**src/vram_ctl_pkg.sv**
```systemverilog
// Constants and types shared by the video DRAM random-port controller
package vram_ctl_pkg;
    // ==========================================================
    // Clock and timing
    localparam int CLK_PERIOD_PS    = 8000;            // 125 MHz clock
    localparam int STEP_NS          = 40;              // Least strobe phase length
    localparam int STEP_CYCLES      = (STEP_NS * 1000 + CLK_PERIOD_PS - 1) / CLK_PERIOD_PS;
    localparam int REFRESH_MS       = 8;               // Whole-array refresh window
    localparam int ROW_COUNT        = 512;             // Rows to refresh per window
    // Divided by the row count before the last scaling so the product stays inside 32 bits
    localparam int REFRESH_INTERVAL = (REFRESH_MS * 1000 * 1000 / ROW_COUNT) * 1000 / CLK_PERIOD_PS;
    // ==========================================================
    // Widths
    localparam int ADDR_W = 9;                         // Multiplexed address pins
    localparam int DATA_W = 16;                        // Mask and data pins
    localparam int ROW_W  = 9;
    localparam logic [ADDR_W-1:0] BLOCK_COL_MASK = 9'h1F8;  // Block write ignores low 3 bits
    // ==========================================================
    // Commands from the user side
    typedef enum logic [2:0] {
        CMD_READ, CMD_WRITE, CMD_MASKED_WRITE, CMD_LOAD_MASK,
        CMD_LOAD_COLOR, CMD_BLOCK_WRITE, CMD_MASKED_BLOCK, CMD_OPTION_RESET
    } cmd_t;
endpackage

```
**src/vram_ctl.sv**
```systemverilog
// Host-side controller driving the random-access port of a dual-port video DRAM
`timescale 1ns/1ps
// Function
// Device keeps read data after column strobe
// Reads, writes allowed in extended output mode
// Separate lower and upper byte write strobes
// Masked write: column high, write/select low
// Mask zero blocks bit, one allows
// New mask must be resent every row
// Data sampled on later falling strobe edge
// Both byte strobes high means no masking
// High byte strobe skips that byte
// Mask load: select, write high; select low
// Mask load enters old mask mode
// Mask register changes only on load
// Option-reset refresh restores new mask mode
// Page mode: row held, column cycled; not used here, one column strobe per row cycle
// Color load: select high both strobe falls
// Block write fills eight columns per bit
// Block write ignores three low column bits
// Block data pins are column enables
// Masked block: select, write low first
// Outputs float when output enable high
// Refresh all 512 rows every 8 ms
// Row-only refresh keeps column strobe high
// Column-first refresh, select low resets options
// Read keeps write enable high throughout
// Device keeps one mask-mode bit
module vram_ctl
    import vram_ctl_pkg::*;
#(
    parameter int REFRESH_CYCLES = vram_ctl_pkg::REFRESH_INTERVAL  // Shorten for simulation
) (
    input  wire logic                              mclk,
    input  wire logic                              rst_n,
    // User side
    input  wire logic                              req_valid,
    output logic                                   req_ready,
    input  wire vram_ctl_pkg::cmd_t                req_cmd,
    input  wire logic [vram_ctl_pkg::ROW_W-1:0]    req_row,
    input  wire logic [vram_ctl_pkg::ADDR_W-1:0]   req_col,
    input  wire logic [vram_ctl_pkg::DATA_W-1:0]   req_mask,
    input  wire logic [vram_ctl_pkg::DATA_W-1:0]   req_data,
    input  wire logic [1:0]                        req_lanes,
    output logic                                   rd_valid,
    output logic [vram_ctl_pkg::DATA_W-1:0]        rd_data,
    // Device pins
    output logic                                   row_strobe_n,
    output logic                                   col_strobe_n,
    output logic                                   write_enable_or_mask_select_n,
    output logic                                   lower_byte_write_strobe_n,
    output logic                                   upper_byte_write_strobe_n,
    output logic                                   transfer_or_output_enable_n,
    output logic                                   special_function_select,
    output logic [vram_ctl_pkg::ADDR_W-1:0]        addr,
    input  wire logic [vram_ctl_pkg::DATA_W-1:0]   mask_and_data_pins_in,
    output logic [vram_ctl_pkg::DATA_W-1:0]        mask_and_data_pins_out,
    output logic                                   mask_and_data_pins_oe_n
);
    // ==========================================================
    // Phases of one access
    typedef enum logic [2:0] {S_IDLE, S_ROW, S_COL, S_HOLD, S_PRE} state_t;

    state_t                state_q, state_d;            // Sequencer state
    logic [7:0]            cnt_q, cnt_d;                // Phase timer
    cmd_t                  cmd_q, cmd_d;                // Command in flight
    logic [ROW_W-1:0]      row_q, row_d;
    logic [ADDR_W-1:0]     col_q, col_d;
    logic [DATA_W-1:0]     mask_q, mask_d, data_q, data_d;
    logic [1:0]            lanes_q, lanes_d;
    logic                  refr_q, refr_d;              // Current cycle is a refresh
    logic [ROW_W-1:0]      rrow_q, rrow_d;              // Next row to refresh
    logic [31:0]           rtmr_q, rtmr_d;              // Refresh interval timer
    logic                  rpend_q, rpend_d;            // Refresh owed
    logic [DATA_W-1:0]     sync1_q, sync2_q;            // Read data synchroniser
    logic                  rdv_q, rdv_d;
    logic [DATA_W-1:0]     rdd_q, rdd_d;
    logic                  step_done;

    assign step_done = (cnt_q == 8'(STEP_CYCLES - 1));

    // Two flops on the data pins before anything looks at them
    always_ff @(posedge mclk or negedge rst_n) begin
        if (!rst_n) begin
            sync1_q <= 16'h0000;
            sync2_q <= 16'h0000;
        end else begin
            sync1_q <= mask_and_data_pins_in;
            sync2_q <= sync1_q;
        end
    end

    // ==========================================================
    // Sequencer next state
    always_comb begin
        state_d = state_q;
        cnt_d   = step_done ? 8'h00 : cnt_q + 8'h01;
        cmd_d = cmd_q; row_d = row_q; col_d = col_q; mask_d = mask_q;
        data_d = data_q; lanes_d = lanes_q; refr_d = refr_q; rrow_d = rrow_q;
        rdv_d = 1'b0;
        rdd_d = rdd_q;
        // Refresh timer runs freely; a refresh is owed each interval
        rpend_d = rpend_q;
        rtmr_d  = rtmr_q + 32'h0000_0001;
        if (rtmr_q >= 32'(REFRESH_CYCLES - 1)) begin
            rtmr_d  = 32'h0000_0000;
            rpend_d = 1'b1;
        end
        case (state_q)
            S_IDLE: begin
                cnt_d = 8'h00;
                if (rpend_q) begin
                    // Row-only refresh wins over user work
                    refr_d  = 1'b1;
                    row_d   = rrow_q;
                    rrow_d  = rrow_q + 9'h001;
                    rpend_d = 1'b0;
                    state_d = S_ROW;
                end else if (req_valid) begin
                    refr_d = 1'b0;
                    cmd_d = req_cmd; row_d = req_row; mask_d = req_mask;
                    data_d = req_data; lanes_d = req_lanes;
                    // Block writes drop the low three column bits
                    col_d = (req_cmd == CMD_BLOCK_WRITE || req_cmd == CMD_MASKED_BLOCK)
                            ? (req_col & BLOCK_COL_MASK) : req_col;
                    state_d = S_ROW;
                end
            end
            S_ROW:  if (step_done) state_d = (refr_q || cmd_q == CMD_OPTION_RESET) ? S_HOLD : S_COL;
            S_COL:  if (step_done) state_d = S_HOLD;
            S_HOLD: if (step_done) begin
                // Capture read data at end of hold phase, column strobe still low
                if (!refr_q && cmd_q == CMD_READ) begin
                    rdv_d = 1'b1;
                    rdd_d = sync2_q;
                end
                state_d = S_PRE;
            end
            S_PRE:  if (step_done) state_d = S_IDLE;
            default: state_d = S_IDLE;
        endcase
    end

    always_ff @(posedge mclk or negedge rst_n) begin
        if (!rst_n) begin
            state_q <= S_IDLE; cnt_q <= 8'h00; cmd_q <= CMD_READ;
            row_q <= 9'h000; col_q <= 9'h000; mask_q <= 16'h0000; data_q <= 16'h0000;
            lanes_q <= 2'b00; refr_q <= 1'b0; rrow_q <= 9'h000; rtmr_q <= 32'h0000_0000;
            rpend_q <= 1'b0; rdv_q <= 1'b0; rdd_q <= 16'h0000;
        end else begin
            state_q <= state_d; cnt_q <= cnt_d; cmd_q <= cmd_d;
            row_q <= row_d; col_q <= col_d; mask_q <= mask_d; data_q <= data_d;
            lanes_q <= lanes_d; refr_q <= refr_d; rrow_q <= rrow_d; rtmr_q <= rtmr_d;
            rpend_q <= rpend_d; rdv_q <= rdv_d; rdd_q <= rdd_d;
        end
    end

    // ==========================================================
    // Pin levels per phase
    logic row_low, col_low, is_write, sel_at_row, sel_at_col, we_at_row, masked;
    always_comb begin
        // Strobes fall one cycle into their phase, once address, select and data have settled
        row_low  = (state_q == S_ROW && cnt_q != 8'h00) || state_q == S_COL || state_q == S_HOLD;
        // Column strobe falls once while the row strobe is held low; no page-mode cycling
        col_low  = ((state_q == S_COL && cnt_q != 8'h00) || state_q == S_HOLD) && !refr_q;
        masked   = (cmd_q == CMD_MASKED_WRITE || cmd_q == CMD_MASKED_BLOCK);
        is_write = !refr_q && cmd_q != CMD_READ && cmd_q != CMD_OPTION_RESET;
        // Select at row fall: high for mask and color loads
        sel_at_row = (cmd_q == CMD_LOAD_MASK || cmd_q == CMD_LOAD_COLOR);
        // Select at column fall: high for block writes and color load
        sel_at_col = (cmd_q == CMD_BLOCK_WRITE || cmd_q == CMD_MASKED_BLOCK || cmd_q == CMD_LOAD_COLOR);
        // Write enable low at row fall only for masked kinds
        we_at_row = masked;
    end

    // Next pin levels; every pin leaves a flop so decode glitches never reach a strobe
    logic                 row_stb_n_d, row_stb_n_q, col_stb_n_d, col_stb_n_q;
    logic                 we_n_d, we_n_q, wl_n_d, wl_n_q, wu_n_d, wu_n_q;  // Write enable, byte strobes
    logic                 oe_n_d, oe_n_q, sel_d, sel_q;                    // Output enable, select
    logic [ADDR_W-1:0]    addr_d, addr_q;
    logic [DATA_W-1:0]    pins_out_d, pins_out_q;
    logic                 pins_oe_n_d, pins_oe_n_q;                        // Low while host drives
    always_comb begin
        row_stb_n_d = !row_low;
        col_stb_n_d = !col_low;                          // High in row-only refresh
        // Option-reset refresh drops column first with select low
        if (!refr_q && cmd_q == CMD_OPTION_RESET && state_q != S_IDLE && state_q != S_PRE)
            col_stb_n_d = 1'b0;
        addr_d = (state_q == S_ROW || state_q == S_IDLE) ? row_q : col_q;
        sel_d = 1'b0;
        we_n_d = 1'b1;                                   // Stays high through reads
        wl_n_d = 1'b1;
        wu_n_d = 1'b1;
        pins_out_d = 16'h0000;
        pins_oe_n_d = 1'b1;
        oe_n_d = 1'b1;
        if (!refr_q && cmd_q != CMD_OPTION_RESET) begin
            if (state_q == S_ROW) begin
                sel_d = sel_at_row;
                if (we_at_row) begin
                    // Fresh plane mask each row cycle; 0 blocks a bit
                    we_n_d = 1'b0;
                    wl_n_d = 1'b0;
                    wu_n_d = 1'b0;
                    pins_out_d = mask_q;
                    pins_oe_n_d = 1'b0;
                end
                // Otherwise both byte strobes high: no masking
            end else if (state_q == S_COL || state_q == S_HOLD) begin
                sel_d = sel_at_col;
                if (is_write) begin
                    // Early write: strobes low before column fall; per-lane
                    we_n_d = 1'b0;
                    wl_n_d = !lanes_q[0];
                    wu_n_d = !lanes_q[1];
                    // Block writes drive per-column enables
                    pins_out_d = data_q;
                    pins_oe_n_d = 1'b0;
                end else begin
                    oe_n_d = 1'b0;                       // Device drives only when enabled
                end
            end
        end
    end

    // Pin flops: idle levels during reset, all pins move together on the edge
    always_ff @(posedge mclk or negedge rst_n) begin
        if (!rst_n) begin
            row_stb_n_q <= 1'b1; col_stb_n_q <= 1'b1; we_n_q <= 1'b1; wl_n_q <= 1'b1; wu_n_q <= 1'b1;
            oe_n_q <= 1'b1; sel_q <= 1'b0; addr_q <= 9'h000; pins_out_q <= 16'h0000; pins_oe_n_q <= 1'b1;
        end else begin
            row_stb_n_q <= row_stb_n_d; col_stb_n_q <= col_stb_n_d; we_n_q <= we_n_d; wl_n_q <= wl_n_d;
            wu_n_q <= wu_n_d; oe_n_q <= oe_n_d; sel_q <= sel_d; addr_q <= addr_d;
            pins_out_q <= pins_out_d; pins_oe_n_q <= pins_oe_n_d;
        end
    end

    assign row_strobe_n                  = row_stb_n_q;
    assign col_strobe_n                  = col_stb_n_q;
    assign write_enable_or_mask_select_n = we_n_q;
    assign lower_byte_write_strobe_n     = wl_n_q;
    assign upper_byte_write_strobe_n     = wu_n_q;
    assign transfer_or_output_enable_n   = oe_n_q;
    assign special_function_select       = sel_q;
    assign addr                          = addr_q;
    assign mask_and_data_pins_out        = pins_out_q;
    assign mask_and_data_pins_oe_n       = pins_oe_n_q;
    assign req_ready = (state_q == S_IDLE) && !rpend_q;
    assign rd_valid  = rdv_q;
    assign rd_data   = rdd_q;
endmodule // vram_ctl

```
**config.mk**
```make
export PLATFORM = sky130hd
export DESIGN_NAME = vram_ctl
export DESIGN_NICKNAME = d
export VERILOG_FILES = /design/src/vram_ctl_pkg.sv /design/src/vram_ctl.sv
export SDC_FILE = /design/constraint.sdc
export NUM_CORES = 1
export LEC_CHECK = 0
export ABC_CLOCK_PERIOD_IN_PS = 3200
export BUFFER_PORTS_ARGS = -buffer_cell sky130_fd_sc_hd__buf_2
export CAP_MARGIN = 20
export CORE_MARGIN = 4
export CORE_UTILIZATION = 50
export CTS_CLUSTER_DIAMETER = 60
export CTS_CLUSTER_SIZE = 16
export DETAILED_ROUTE_END_ITERATION = 12
export PLACE_DENSITY = 0.73
export SLEW_MARGIN = 15
export SYNTH_ARGS = -nofsm -noshare
export SYNTH_HDL_FRONTEND = slang
export SYNTH_SLANG_ARGS = --single-unit
```
**constraint.sdc**
```tcl
create_clock -name mclk -period 3.2 [get_ports mclk]
set_clock_uncertainty 0.2 [all_clocks]
set_input_delay 0.16 -clock mclk [delete_from_list [all_inputs] [get_ports mclk]]
set_output_delay 0.16 -clock mclk [all_outputs]
set_load 0.01 [all_outputs]
```
==> metrics <==
# IOs roughly 130; number of setup violations in the final report 0; cell area after synthesis 7040 sq um; GP Congestion 0.789; initial detailed-routing violation count 254; class of the most critical setup path register to register; Min-Delay Path Class register to register; maximum root-to-sink buffer count 2; summed negative setup slack over all endpoints 0 ps; most area-hungry cell type in the Yosys netlist dfrtp_1; Starting Density 50.9%; overflow left after global routing 0; relative max-transition margin roughly 36%; depth of the most critical reg-to-reg path 6; Hold Fails Final Rpt 0; final clock period utilization by the worst path between 80% and 90%; routed vias/inst ~4.9; Syn. warnings 0; CP peak stage delay 570 ps; PostCTS Resize Cnt 0; placed wire-length estimate 9020 um; gate family responsible for the most delay along the worst path simple AND/OR/NAND/NOR gates; mean post-synth cell area 13.4 sq um; # diodes 0; sum of buffers and inverters on the critical path 2; shortest clock period the worst path allows after layout around 2700 ps; area grow syn2layout 31.7%; beginning of the worst register-to-register path state_q[2]; CTS root buffer clkbuf_16; sequential fraction of the synthesis area 67.7%; required time of the critical path between 3000 and 4000 ps; largest net degree at the start of global routing 76; top achievable clock speed about 0.38 GHz; synthesis-stage register bit count 190; top-count cell post-synth dfrtp_1; critical-path cell list or3_1, nor3b_4, buf_12, nand3_1, dlygate4sd3_1, o21ai_0; PwrDens 755 nW/um^2; number of synthesized flops with an enable pin 0; Worst Setup EP col_q[1]; largest cells by area after synthesis dfrtp_1 65%, mux2_2 9.0%, nand2_1 2.6%; Lkg Pwr 4.50 nW; Die X-Extent 127 um; area share of the largest cell type after synthesis 65.4%; unrepaired setup endpoints after global routing no; portion of netlist area occupied by mux cells 11.7%; CTS sink count 190; drc violations 0; wire length of the first global-routing pass 24600 um; TritonCTS Buffers 17; number of H-tree branching levels 4; main combinational cell family by area after synthesis multiplexers; fraction of layout instances using a drive strength above 1 29.8%; largest fanout on the critical path 50; Synth top cells by count 184 x dfrtp_1, 56 x mux2_2, 49 x nand2_1; number of antenna violations at the first check in global routing 0; clock tree from TritonCTS yes; DR pass1 iterations 5; worst hold margin 148 ps; Final nets 830; crit path capture type register; async set-reset flop share out of synthesis 100%; die area 16000 sq um; cell count after synthesis 526; CORE AREA 13800 sq um; maximum VDD drop 0.434 mV; utilization of the core after routing ~67%; WL final ~15000 um; capture point of the worst reg-to-reg path col_q[1]; total routing usage reported by global routing 19.3%; Skew-Pair Late Insertion Delay 420 ps; Adder-Cell Fraction of Synth Area 0.889%; Synth Area in Compound Gates under 10%; Main synth FF type dfrtp_1; wire length per cell after detailed routing 15.4 um; number of hold-repair buffers added at the cts stage 78; Area after DPL about 7900 sq um; slew at the pin closest to its max-slew limit about 950 ps; post-CTS clock slew at the launch and capture registers of the worst setup and hold paths around 60 ps; Critical Path Slowest Stage Cell dlygate4sd3_1; vias after detailed routing 4657; Post CTS Setup Buffer Count 0; register-to-register setup slack 550 ps; Die Span Y ~130 um; data arrival time of the critical path ~2800 ps; number of logic stages on the critical path including buffering 6; xor and xnor fraction of the mapped netlist area 3.11%; count of distinct cell types in the synthesized netlist 42; remaining number of nets flagged by the antenna check after routing 0; timing startpoint of the critical path state_q[2]; row count 43; simple-gate share of the synthesized area 9.70%; number of slew-limit violations in the final report 0; number of global-route vias before repair 5021; # Max-Cap Violations 0; input/output buffers 124; type of origin of the critical path register; status finished, final reports clean; Layout Cell Area excl Fill 9270 sq um
[worst register-to-register path, cell delays in order (launching register included)]
cell	delay, ps
dfrtp_1	550
or3_1	500
nor3b_4	270
buf_12	290
nand3_1	120
dlygate4sd3_1	570
o21ai_0	80
[where the power goes]
part / internal [W] / total [W] / switching, W
sequential: 0.00296 / 0.00332 / 0.000360
clock: 0.00121 / 0.00204 / 0.000831
combinational: 0.000766 / 0.00163 / 0.000867
total: 0.00494 / 0.00700 / 0.00206
[worst min path at each step]
| stage | slack, ps | depth (start not counted) | from | endpoint |
|---|---|---|---|---|
| after global placement | -130 | 1 | rst_n | data_q[2] |
| after floorplan | -340 | 0 | rst_n | addr[0] |
| after detailed placement | -120 | 1 | rst_n | mask_and_data_pins_out[4] |
| after global routing | 150 | 0 | sync1_q[14] | sync2_q[14] |
| final | 150 | 0 | sync1_q[14] | sync2_q[14] |
| after CTS | 150 | 0 | sync1_q[14] | sync2_q[14] |
[through the flow]
step / std cells / power, W / setup slack [ps]
2_1_floorplan: 546 / 0.00432 / 1040
3_5_place_dp: 834 / 0.00491 / 773
5_1_grt: 944 / 0.00740 / 406
4_1_cts: 944 / 0.00706 / 538
3_3_place_gp: 834 / 0.00482 / 836
6_report: 944 / 0.00700 / 548
[cells by family after synthesis]
logic type,count (synthesis)
buffers and inverters,36
XOR/XNOR,25
adder cells (fa/ha/maj),5
AO/OA/AOI/OAI,51
AND/OR/NAND/NOR,144
flip-flops,190
other,1
multiplexers,74
[cell usage in the layout, fill, tap and decap left out, types with 2 or more instances in the layout]
cell type	instances
nand2_1	49
buf_4	7
nor4_1	8
a21oi_1	30
inv_1	11
a31oi_1	2
mux2_1	9
dfrtp_1	184
clkinv_2	2
or3_1	2
dlygate4sd3_1	77
xnor2_1	11
buf_2	123
mux2_2	56
dfstp_2	6
nor3_1	9
buf_12	3
clkbuf_1	6
conb_1	21
and3_1	6
clkbuf_8	3
ha_1	5
o21ai_0	8
o21bai_1	4
clkbuf_16	17
bufinv_16	2
nand3_1	16
xor2_1	14
nor2_1	42
nand4_1	4
clkinvlp_4	2
mux2i_1	9
[metal layers]
layer  global-route usage, %  routed length [um]  vias up
li1                        -                   -     2208
met2                    32.3                7240      128
met4                    5.55                 170        0
met5                       0                   0        -
met3                    5.64                 837       18
met1                    24.8                6300     2303
[final cells by class]
| class | count | area, sq um |
|---|---|---|
| inverter | 11 | 41.3 |
| clock inverter | 6 | 85.1 |
| multi-input combinational | 320 | 2160 |
| sequential | 190 | 4760 |
| fill | 968 | 4560 |
| clock buffer | 26 | 489 |
| timing repair buffer | 211 | 1510 |
| tap | 180 | 225 |
[flip-flops by register name, indices dropped and copies added (netlist names), 8 cells and up]
signal / flops
sync1_q: 16
rd_data: 16
rtmr_q: 32
col_q: 9
data_q: 16
mask_and_data_pins_out: 16
mask_q: 16
cnt_q: 8
sync2_q: 16
row_q: 9
addr: 9
rrow_q: 9
(Power assumes the default switching activity.)
